==> config.mk <==
export PLATFORM = sky130hd
export DESIGN_NAME = bpa_top
export DESIGN_NICKNAME = d
export VERILOG_FILES = /design/src/bpa_pkg.sv /design/src/bpa_sync.sv /design/src/bpa_assign_reg.sv /design/src/bpa_top.sv
export SDC_FILE = /design/constraint.sdc
export NUM_CORES = 1
export LEC_CHECK = 0
export ABC_AREA = 1
export CELL_PAD_IN_SITES_DETAIL_PLACEMENT = 1
export CELL_PAD_IN_SITES_GLOBAL_PLACEMENT = 2
export CORE_AREA = 2 2 131 133
export DETAILED_ROUTE_END_ITERATION = 7
export DIE_AREA = 0 0 133 135
export DONT_BUFFER_PORTS = 1
export GPL_TIMING_DRIVEN = 0
export PLACE_DENSITY_LB_ADDON = 0.1
export SLEW_MARGIN = 40
export SYNTH_ARGS = -nofsm -noshare
export SYNTH_HDL_FRONTEND = slang
export SYNTH_HIERARCHICAL = 1
export SYNTH_SLANG_ARGS = --single-unit
==> constraint.sdc <==
create_clock -name pclk -period 2 [get_ports pclk]
set_input_delay 0 -clock pclk [delete_from_list [all_inputs] [get_ports pclk]]
set_output_delay 0 -clock pclk [all_outputs]
set_load 0.02 [all_outputs]
==> src/bpa_pkg.sv <==
// package: register map, pin assignment fields, reset values and modes
package bpa_pkg;
  // operating modes presented on the mode input
  typedef enum logic [2:0] {
    MODE_SPECIAL_SINGLE = 3'h0,
    MODE_SPECIAL_EXP_NARROW = 3'h1,
    MODE_PERIPHERAL = 3'h2,
    MODE_SPECIAL_EXP_WIDE = 3'h3,
    MODE_NORMAL_SINGLE = 3'h4,
    MODE_NORMAL_EXP_NARROW = 3'h5,
    MODE_NORMAL_EXP_WIDE = 3'h7
  } bpa_mode_e;

  // printed offsets are not all multiples of four: byte address = 4 * index
  localparam logic [7:0] IDX_LOW_DATA = 8'h01;
  localparam logic [7:0] IDX_LOW_DIR = 8'h03;
  localparam logic [7:0] IDX_BC_DATA = 8'h08;
  localparam logic [7:0] IDX_BC_DIR = 8'h09;
  localparam logic [7:0] IDX_ASSIGN = 8'h0A;
  localparam logic [7:0] IDX_MISC = 8'h10;

  // assignment register fields
  localparam int F_NO_DATA_ENABLE = 7;
  localparam int F_CLOCK_TEST_ENABLE = 6;
  localparam int F_PIPE_OUTPUT_ENABLE = 5;
  localparam int F_NO_E_CLOCK = 4;
  localparam int F_LOW_STROBE_ENABLE = 3;
  localparam int F_READ_WRITE_ENABLE = 2;
  localparam int F_CALIBRATION_ENABLE = 1;
  localparam int F_PIN7_SELECT = 0;

  // misc control register fields (port_emulation, pull-up enable)
  localparam int F_PORT_EMULATION = 0;
  localparam int F_PULLUP_ENABLE = 1;

  // assignment register reset values per mode
  localparam logic [7:0] RST_NORMAL_EXP = 8'h00;
  localparam logic [7:0] RST_SPECIAL = 8'h2C;
  localparam logic [7:0] RST_PERIPHERAL = 8'hD0;
  localparam logic [7:0] RST_NORMAL_SINGLE = 8'h90;

  localparam logic [7:0] RST_PORT = 8'h00;
  localparam logic [31:0] UNMAPPED_READ = 32'h0000_0000;
endpackage

==> src/bpa_sync.sv <==
// three-stage synchroniser with agreement filter for pin inputs
`timescale 1ns/1ps
`default_nettype none
module bpa_sync #(
  parameter int WIDTH = 8
) (
  // clock and reset
  input wire logic pclk,
  input wire logic presetn,
  // pins and filtered result
  input wire logic [WIDTH-1:0] pin_in,
  output logic [WIDTH-1:0] level_out
);
  typedef struct packed {
    logic [WIDTH-1:0] s1;
    logic [WIDTH-1:0] s2;
    logic [WIDTH-1:0] s3;
    logic [WIDTH-1:0] lvl;
  } bpa_sync_s;
  bpa_sync_s r_q;
  bpa_sync_s r_d;

  // a level counts only once the second and third stages agree
  always_comb begin
    r_d = r_q;
    r_d.s1 = pin_in;
    r_d.s2 = r_q.s1;
    r_d.s3 = r_q.s2;
    for (int i = 0; i < WIDTH; i++) begin
      if (r_q.s2[i] == r_q.s3[i]) begin
        r_d.lvl[i] = r_q.s3[i];
      end
    end
  end

  always_ff @(posedge pclk or negedge presetn) begin
    if (!presetn) begin
      r_q <= '0;
    end else begin
      r_q <= r_d;
    end
  end

  assign level_out = r_q.lvl;
endmodule
`default_nettype wire

==> src/bpa_assign_reg.sv <==
// write-restricted pin assignment register with first-write tracking
`timescale 1ns/1ps
`default_nettype none
module bpa_assign_reg (
  // clock and reset
  input wire logic pclk,
  input wire logic presetn,
  // mode and write port
  input wire logic [2:0] mode,
  input wire logic wr_en,
  input wire logic [7:0] wr_data,
  // register value
  output logic [7:0] value
);
  typedef struct packed {
    logic [7:0] val;
    logic [7:0] written;
    logic loaded;
  } bpa_assign_s;
  bpa_assign_s r_q;
  bpa_assign_s r_d;
  logic special;
  logic [7:0] rst_val;

  assign special = ~mode[2];

  // mode dependent reset value, caught on the first clock after release
  always_comb begin
    case (mode)
      // [RQ11] single-chip reset
      bpa_pkg::MODE_NORMAL_SINGLE: rst_val = bpa_pkg::RST_NORMAL_SINGLE;
      // [RQ12] expanded reset zero
      bpa_pkg::MODE_NORMAL_EXP_NARROW, bpa_pkg::MODE_NORMAL_EXP_WIDE:
        rst_val = bpa_pkg::RST_NORMAL_EXP;
      // [RQ15] clock test set
      bpa_pkg::MODE_PERIPHERAL: rst_val = bpa_pkg::RST_PERIPHERAL;
      // [RQ13] special modes pipes
      default: rst_val = bpa_pkg::RST_SPECIAL;
    endcase
  end

  // per-bit write policy
  always_comb begin
    r_d = r_q;
    if (!r_q.loaded) begin
      r_d.val = rst_val;
      r_d.loaded = 1'b1;
    end else if (wr_en) begin
      for (int i = 0; i < 8; i++) begin
        // [RQ23] first write record
        r_d.written[i] = 1'b1;
        if (i == bpa_pkg::F_CALIBRATION_ENABLE) begin
          r_d.val[i] = wr_data[i];
        end else if (i == bpa_pkg::F_NO_E_CLOCK) begin
          // write once normal single, anytime special single, else never
          if (mode == bpa_pkg::MODE_SPECIAL_SINGLE ||
              (mode == bpa_pkg::MODE_NORMAL_SINGLE && !r_q.written[i])) begin
            r_d.val[i] = wr_data[i];
          end
        end else if (i == bpa_pkg::F_CLOCK_TEST_ENABLE) begin
          // [RQ19] never normal, not first special
          if (special && r_q.written[i]) begin
            r_d.val[i] = wr_data[i];
          end
        end else begin
          // [RQ16] once normal, after first special
          if (special ? r_q.written[i] : !r_q.written[i]) begin
            r_d.val[i] = wr_data[i];
          end
        end
      end
    end
  end

  // reset takes constants only; the mode value loads one cycle later
  always_ff @(posedge pclk or negedge presetn) begin
    if (!presetn) begin
      r_q <= '0;
    end else begin
      r_q <= r_d;
    end
  end

  assign value = r_q.val;
endmodule
`default_nettype wire

==> src/bpa_top.sv <==
// low address/data port and bus-control port with APB register access
//
// Overview of operation
// [RQ1] expanded/peripheral: low port carries address/data; narrow carries address only
// [RQ2] expanded/peripheral: low port data register leaves on-chip map
// [RQ3] expanded/peripheral: low port direction register leaves on-chip map
// [RQ4] direction bit clear is input, set drives output
// [RQ5] bus-control pins offer strobe, clock, mode, pipe, interrupt alternates
// [RQ6] assignment register picks I/O or alternate per pin
// [RQ7] alternate function pins ignore their direction bit
// [RQ8] one bit enables pull-ups on selected pins that are inputs
// [RQ9] bus-control registers absent in peripheral, or expanded with emulation
// [RQ10] pins 1 and 0 are interrupt inputs, never outputs, always readable
// [RQ11] normal single-chip reset: all I/O, no-data-enable and no-E-clock set
// [RQ12] normal expanded reset: zero, only data-enable and E clock active
// [RQ13] special modes reset: pipes, low strobe and read/write enabled
// [RQ14] software writes assignment before accesses needing extra signals
// [RQ15] peripheral: assignment hidden, clock-test enable resets to one
// [RQ16] no-data-enable: once in normal, all but first in special
// [RQ17] no-data-enable clear: pin 7 data-enable/inverted clock, else calibration/I/O
// [RQ18] single-chip and peripheral: pin 7 calibration or I/O only
// [RQ19] clock-test enable: never in normal, after first in special
// [RQ20] clock-test routes test signal to pin 6; pipe enable wins
// [RQ21] pipe enable in expanded drives queue status on pins 6 and 5
// [RQ22] pin-7 select picks data-enable when clear, inverted clock when set
// [RQ23] restricted bits keep a reset-cleared record of prior writes
//
// Added by the designer: the APB register port.
`timescale 1ns/1ps
`default_nettype none
module bpa_top (
  // apb clock and reset
  input wire logic pclk,
  input wire logic presetn,
  // apb slave
  input wire logic psel,
  input wire logic penable,
  input wire logic pwrite,
  input wire logic [7:0] paddr,
  input wire logic [31:0] pwdata,
  output logic [31:0] prdata,
  output logic pready,
  output logic pslverr,
  // operating mode
  input wire logic [2:0] mode,
  // internal bus signals to route onto pins
  input wire logic [7:0] ext_addr_lo,
  input wire logic [7:0] ext_data_lo,
  input wire logic ext_data_drive,
  input wire logic data_enable_out,
  input wire logic bus_e_clock,
  input wire logic low_strobe,
  input wire logic read_write,
  input wire logic pipe_status_hi,
  input wire logic pipe_status_lo,
  input wire logic clock_test_out,
  input wire logic cal_ref,
  // low port pins
  input wire logic [7:0] low_pin_in,
  output logic [7:0] low_pin_out,
  output logic [7:0] low_pin_oe_n,
  output logic [7:0] ext_data_in,
  // bus-control port pins
  input wire logic [7:0] bc_pin_in,
  output logic [7:0] bc_pin_out,
  output logic [7:0] bc_pin_oe_n,
  output logic [7:0] bc_pullup_en,
  // interrupt levels
  output logic irq_level,
  output logic nonmaskable_interrupt_in
);
  typedef struct packed {
    logic [7:0] low_data;
    logic [7:0] low_dir;
    logic [7:0] bc_data;
    logic [7:0] bc_dir;
    logic [1:0] misc;
    logic [31:0] rdata;
  } bpa_top_s;
  bpa_top_s r_q;
  bpa_top_s r_d;

  logic [7:0] low_sync;
  logic [7:0] bc_sync;
  logic [7:0] asg;
  logic [7:0] idx;
  logic addr_ok;
  logic access;
  logic asg_wr;
  logic single;
  logic periph;
  logic expanded;
  logic special;
  logic narrow;
  logic low_hidden;
  logic bc_hidden;
  logic [7:0] bc_alt;
  logic [7:0] bc_alt_val;
  logic [7:0] bc_alt_drv;

  // decode a mode into its class
  function automatic logic is_single(input logic [2:0] m);
    return m == bpa_pkg::MODE_NORMAL_SINGLE ||
           m == bpa_pkg::MODE_SPECIAL_SINGLE;
  endfunction

  assign single = is_single(mode);
  assign periph = (mode == bpa_pkg::MODE_PERIPHERAL);
  assign expanded = !is_single(mode) && !periph;
  assign special = ~mode[2];
  assign narrow = (mode == bpa_pkg::MODE_NORMAL_EXP_NARROW) ||
                  (mode == bpa_pkg::MODE_SPECIAL_EXP_NARROW);

  // pins cross into pclk through the agreement filter
  bpa_sync #(.WIDTH(8)) u_low_sync (
    .pclk(pclk),
    .presetn(presetn),
    .pin_in(low_pin_in),
    .level_out(low_sync)
  );
  bpa_sync #(.WIDTH(8)) u_bc_sync (
    .pclk(pclk),
    .presetn(presetn),
    .pin_in(bc_pin_in),
    .level_out(bc_sync)
  );

  // apb decode; word index is paddr divided by four
  assign idx = {2'h0, paddr[7:2]};
  assign access = psel && penable;
  assign pready = 1'b1;
  // [RQ2] data hidden when expanded
  // [RQ3] direction hidden too
  assign low_hidden = !single;
  // [RQ9] hidden peripheral or emulation
  assign bc_hidden = periph || (expanded && r_q.misc[bpa_pkg::F_PORT_EMULATION]);

  always_comb begin
    case (idx)
      bpa_pkg::IDX_LOW_DATA, bpa_pkg::IDX_LOW_DIR: addr_ok = !low_hidden;
      bpa_pkg::IDX_BC_DATA, bpa_pkg::IDX_BC_DIR: addr_ok = !bc_hidden;
      // [RQ15] hidden in peripheral
      bpa_pkg::IDX_ASSIGN: addr_ok = !periph;
      bpa_pkg::IDX_MISC: addr_ok = 1'b1;
      default: addr_ok = 1'b0;
    endcase
  end

  // hidden registers answer as an error; the external bus would serve them
  assign pslverr = access && !addr_ok;
  assign asg_wr = access && pwrite && addr_ok && (idx == bpa_pkg::IDX_ASSIGN);

  bpa_assign_reg u_assign (
    .pclk(pclk),
    .presetn(presetn),
    .mode(mode),
    .wr_en(asg_wr),
    .wr_data(pwdata[7:0]),
    .value(asg)
  );

  // alternate function selection per bus-control pin
  always_comb begin
    bc_alt = 8'h00;
    bc_alt_val = 8'h00;
    bc_alt_drv = 8'h00;
    // [RQ17] pin 7 from no-data-enable
    // [RQ18] single-chip ignores it
    if (expanded && !asg[bpa_pkg::F_NO_DATA_ENABLE]) begin
      bc_alt[7] = 1'b1;
      bc_alt_drv[7] = 1'b1;
      // [RQ22] data-enable or inverted clock
      bc_alt_val[7] = asg[bpa_pkg::F_PIN7_SELECT] ? ~bus_e_clock :
                      data_enable_out;
    end else if (asg[bpa_pkg::F_CALIBRATION_ENABLE]) begin
      bc_alt[7] = 1'b1;
      bc_alt_drv[7] = 1'b1;
      bc_alt_val[7] = cal_ref;
    end
    // [RQ21] pipe status outputs
    if (expanded && asg[bpa_pkg::F_PIPE_OUTPUT_ENABLE]) begin
      bc_alt[6:5] = 2'h3;
      bc_alt_drv[6:5] = 2'h3;
      bc_alt_val[6:5] = {pipe_status_hi, pipe_status_lo};
    end else if (asg[bpa_pkg::F_CLOCK_TEST_ENABLE] && !single &&
                 !(expanded && !special)) begin
      // [RQ20] clock test on pin 6
      bc_alt[6] = 1'b1;
      bc_alt_drv[6] = 1'b1;
      bc_alt_val[6] = clock_test_out;
    end
    // E clock pin; an input in peripheral mode
    if (!asg[bpa_pkg::F_NO_E_CLOCK]) begin
      bc_alt[4] = 1'b1;
      bc_alt_drv[4] = !periph;
      bc_alt_val[4] = bus_e_clock;
    end
    if (asg[bpa_pkg::F_LOW_STROBE_ENABLE] && !single &&
        mode != bpa_pkg::MODE_NORMAL_EXP_NARROW) begin
      bc_alt[3] = 1'b1;
      bc_alt_drv[3] = 1'b1;
      bc_alt_val[3] = low_strobe;
    end
    if (asg[bpa_pkg::F_READ_WRITE_ENABLE] && !single) begin
      bc_alt[2] = 1'b1;
      bc_alt_drv[2] = 1'b1;
      bc_alt_val[2] = read_write;
    end
    // [RQ5] pins 1 and 0 interrupts
    bc_alt[1:0] = 2'h3;
  end

  // register next state and read data
  always_comb begin
    r_d = r_q;
    if (access && pwrite && addr_ok) begin
      case (idx)
        bpa_pkg::IDX_LOW_DATA: r_d.low_data = pwdata[7:0];
        bpa_pkg::IDX_LOW_DIR: r_d.low_dir = pwdata[7:0];
        bpa_pkg::IDX_BC_DATA: r_d.bc_data = pwdata[7:0];
        bpa_pkg::IDX_BC_DIR: r_d.bc_dir = pwdata[7:0];
        bpa_pkg::IDX_MISC: r_d.misc = pwdata[1:0];
        default: r_d.misc = r_q.misc;
      endcase
    end
    r_d.rdata = bpa_pkg::UNMAPPED_READ;
    if (psel && !penable && !pwrite) begin
      case (idx)
        // inputs read the pin, outputs read the latch
        bpa_pkg::IDX_LOW_DATA:
          r_d.rdata[7:0] = (r_q.low_dir & r_q.low_data) |
                           (~r_q.low_dir & low_sync);
        bpa_pkg::IDX_LOW_DIR: r_d.rdata[7:0] = r_q.low_dir;
        // [RQ10] interrupt pins always readable
        bpa_pkg::IDX_BC_DATA:
          r_d.rdata[7:0] = (r_q.bc_dir & ~bc_alt & r_q.bc_data) |
                           (~(r_q.bc_dir & ~bc_alt) & bc_sync);
        bpa_pkg::IDX_BC_DIR: r_d.rdata[7:0] = r_q.bc_dir;
        bpa_pkg::IDX_ASSIGN: r_d.rdata[7:0] = asg;
        bpa_pkg::IDX_MISC: r_d.rdata[1:0] = r_q.misc;
        default: r_d.rdata = bpa_pkg::UNMAPPED_READ;
      endcase
    end
  end

  always_ff @(posedge pclk or negedge presetn) begin
    if (!presetn) begin
      r_q <= '0;
    end else begin
      r_q <= r_d;
    end
  end

  // read data captured in setup, presented through the access phase
  assign prdata = r_q.rdata;

  // low port pin drivers
  always_comb begin
    ext_data_in = low_sync;
    if (!single) begin
      // [RQ1] address/data on low port
      low_pin_out = (narrow || !ext_data_drive) ? ext_addr_lo : ext_data_lo;
      low_pin_oe_n = (narrow || periph) ? 8'h00 :
                     (ext_data_drive ? 8'h00 : 8'hFF);
    end else begin
      // [RQ4] direction bit sets drive
      low_pin_out = r_q.low_data;
      low_pin_oe_n = ~r_q.low_dir;
    end
  end

  // bus-control port pin drivers
  always_comb begin
    // [RQ6] per-pin select
    // [RQ7] alternate ignores direction
    bc_pin_out = (bc_alt & bc_alt_val) | (~bc_alt & r_q.bc_data);
    bc_pin_oe_n = ~((bc_alt & bc_alt_drv) | (~bc_alt & r_q.bc_dir));
    // [RQ10] never outputs
    bc_pin_oe_n[1:0] = 2'h3;
    bc_pin_out[1:0] = 2'h0;
    // [RQ8] pull-ups on inputs
    bc_pullup_en = {8{r_q.misc[bpa_pkg::F_PULLUP_ENABLE]}} & 8'h8F &
                   bc_pin_oe_n;
  end

  assign irq_level = bc_sync[1];
  assign nonmaskable_interrupt_in = bc_sync[0];
endmodule
`default_nettype wire

==> flow_summary_export.csv <==
group,metric,value,unit
route,drc,0,
run,max-cap-violations,0,
synthesis,yosys_register_bits,114,
timing,setup_viol,0,
setup_path,worstPathMaxFanout,10,
synthesis,syn_inst,677,
clock_tree,cts_tree,"done",
route,dr.pass1.iters,5,
setup_path,crit_path_start_kind,"register",
setup_path,r2r-end,"u_assign/value[4]",
timing,fin_crit,1889,ps
floorplanning,fp.dieW,133,microns
synthesis,synth_flop_cell,"dfrtp_1",
synthesis,yosys_warnings,6,
status,violations,"negative hold slack",
route,wire_per_inst,17.36,microns
floorplanning,pin_count,173,
global_route,gr-total-overflow,0,
layout,layout.nets,854,
synthesis,synthArstFlopShare,100.0,%
floorplanning,die_h,135,microns
clock_tree,ctsHtreeMaxLevel,4,
timing,worst_pin_slew,771.4,ps
pwr,leakagePower,3.564,nW
timing,min_period_over_period,94.46,%
setup_path,cp.arrival,2200,ps
setup_path,worstPathRequired,2310,ps
route,dr_total_vias,4709,
synthesis,synth_area_per_cell,8.435,sq um
timing,tns,0,ps
min_path,hold_class,"in2async",
timing,max_freq,529.3,MHz
pwr,ir_drop,0.0005295,V
synthesis,synth-edff-count,0,
global_route,grt_max_degree,115,
global_route,antenna_found_initial,4,
floorplanning,die-area,17960,sq um
route,drt-met1-wl,7.479,mm
global_route,grt_use_total,20.30,%
synthesis,ys_seq_area_share,49.96,%
timing,slew_headroom,48.03,%
layout,area_delta_synth_final,24.87,%
layout,drive_gt1_share,18.40,%
setup_path,rr_startpoint,"r_q[32]",
route,first_iter_violations,237,
clock_tree,clk_latency,420,ps
synthesis,netlist_area,5710,sq um
route,dr.max_layer_used,"met5",
setup_path,r2r_slack,110,ps
clock_tree,cts.reportedPaths.clkPinSlew,60,ps
placed_design,dp_hpwl,12.76,mm
pwr,p_total,6.352,mW
route,drt-vias-per-instance,4.709,
clock_tree,cts-root-buf,"clkbuf_16",
route,drt.antenna.violating_nets,0,
route,wl_met2,8.605,mm
setup_path,critPathKind,"reg2reg",
clock_tree,cts_buffer_depth,2,
global_route,grt_pass1_vias,5036,
layout,postLayoutCoreUtil,43.46,%
clock_tree,cts_sinks,114,
timing,rsz0062_at_grt,"false",
synthesis,yosysUniqueCellTypes,32,
timing,skew,8.321,ps
floorplanning,rows,47,
route,wl_met3,1.116,mm
setup_path,cp-end-kind,"register",
timing,holdWs,-718.2,ps
floorplanning,initial_utilization,34.81,%
layout,final_cell_area,7131,sq um
timing,finalHoldViolCount,114,
placed_design,routabilityCongestion,0.8816,
status,status,"complete, but fails checks",
setup_path,reg2reg_depth,12,
timing,slew_violations,0,
floorplanning,core_area,16410,sq um
placed_design,port_buffers,0,
global_route,grt_first_pass_wirelength,27.66,mm
clock_tree,numCtsBuffers,17,
placed_design,place_area,6103,sq um
pwr,power_density,890.8,nW/um^2
route,drt-total-wl,17.36,mm
==> routing by layer <==
layer / track usage, % / vias up
met5: 0 / -
met4: 5.018 / 2
met3: 5.706 / 14
met2: 34.43 / 129
met1: 25.73 / 2319
li1: - / 2245
==> sequential cells by signal, summed over array words and instances, names as in the netlist <==
register	flops
u_low_sync/r_d	16
u_assign/r_q	2
prdata	8
u_low_sync/r_q	8
u_assign/value	8
u_bc_sync/level_out	8
u_low_sync/level_out	8
r_q	32
u_bc_sync/r_q	8
u_bc_sync/r_d	16
==> power breakdown <==
part / total (mW) / switching, mW / internal (mW)
clock: 3.18 / 1.14 / 2.04
combinational: 0.704 / 0.455 / 0.249
sequential: 2.47 / 0.0581 / 2.41
total: 6.35 / 1.65 / 4.70
==> area by class of cell <==
type / instances / area (sq um)
well taps: 220 / 275.3
multi-input cells: 440 / 2123
plain buffers: 79 / 590.6
clock inverters: 13 / 172.7
flip-flops and latches: 114 / 2853
fillers: 1957 / 9276
inverters: 74 / 277.8
diodes: 3 / 7.507
repair buffers: 38 / 377.9
clock buffers: 19 / 452.9
==> cells in the mapped netlist, types with 2 or more instances <==
| cell | number | share of area, % |
|---|---|---|
| dfrtp_1 | 114 | 50 |
| a21oi_1 | 31 | 2.7 |
| nand3_1 | 29 | 2.5 |
| nand3_2 | 2 | 0.35 |
| o21ai_0 | 19 | 1.7 |
| nor3_1 | 6 | 0.53 |
| nor2_1 | 68 | 4.5 |
| clkbuf_1 | 5 | 0.33 |
| buf_4 | 69 | 9.1 |
| a31oi_1 | 8 | 0.88 |
| o21ai_1 | 2 | 0.18 |
| conb_1 | 3 | 0.20 |
| buf_6 | 4 | 0.79 |
| nor2_4 | 9 | 1.8 |
| nand2_2 | 5 | 0.55 |
| inv_1 | 65 | 4.3 |
| mux2i_1 | 3 | 0.53 |
| inv_2 | 8 | 0.53 |
| nand2_1 | 176 | 12 |
| nand3_4 | 6 | 1.8 |
| nand4_1 | 34 | 3.7 |
==> per-stage QoR <==
| step | std cells | setup WS (ps) |
|---|---|---|
| floorplan | 707 | 297.6 |
| global placement | 927 | -178.5 |
| detailed placement | 927 | -211.5 |
| CTS | 995 | 23.99 |
| global route | 998 | 0.1938 |
| finish | 1000 | 110.8 |
==> cell usage in the layout, fill, tap and decap left out, types with 17 or more instances in the layout <==
| master | n |
|---|---|
| nand4_1 | 34 |
| a21oi_1 | 31 |
| buf_4 | 70 |
| conb_1 | 33 |
| nand3_1 | 29 |
| clkbuf_16 | 17 |
| nand2_1 | 176 |
| nor2_1 | 67 |
| inv_1 | 65 |
| dlygate4sd3_1 | 37 |
| o21ai_0 | 18 |
| dfrtp_1 | 114 |
==> worst max-delay path by stage <==
stage                     cells after the start  slack (ps)                end         startpoint
after floorplan                              13         300  u_assign/value[2]            r_q[32]
after global placement                       13        -180  u_assign/value[3]           paddr[7]
after detailed placement                     13        -210  u_assign/value[2]           paddr[7]
after CTS                                    13          20  u_assign/value[3]            r_q[32]
after global routing                         11         0.2          prdata[3]  u_assign/value[3]
final                                        12         110  u_assign/value[4]            r_q[32]
==> cells by family (layout without fill, tap and decap cells) <==
group / Yosys count / in the layout / synth area share (%)
fa+ha+maj: 1 / 1 / 0.2191
simple gates: 337 / 337 / 27.65
mux: 4 / 4 / 0.7231
other cells: 3 / 36 / 0.1972
compound gates: 65 / 65 / 6.113
buf+inv: 153 / 223 / 15.14
flops: 114 / 114 / 49.96
==> critical path, cell delays in order (launching register included) <==
cell	delay, ps
dfrtp_1	350
inv_1	120
nor2_1	70
nand2_1	70
nand2_1	80
nand3_4	180
buf_8	180
nand2_1	90
nor2_4	180
buf_4	150
nand3_1	140
nand3_1	110
nand2_1	60
==> what timing repair did <==
action | CTS | global route
setup buffers | 0 | 1
hold buffers | 36 | 1
pin swaps | 0 | 2
setup endpoints to repair | 7 | 9
hold endpoints to repair | 176 | 115
gates resized for setup | 1 | 4
Note: power is estimated with default switching activity, not from simulation.
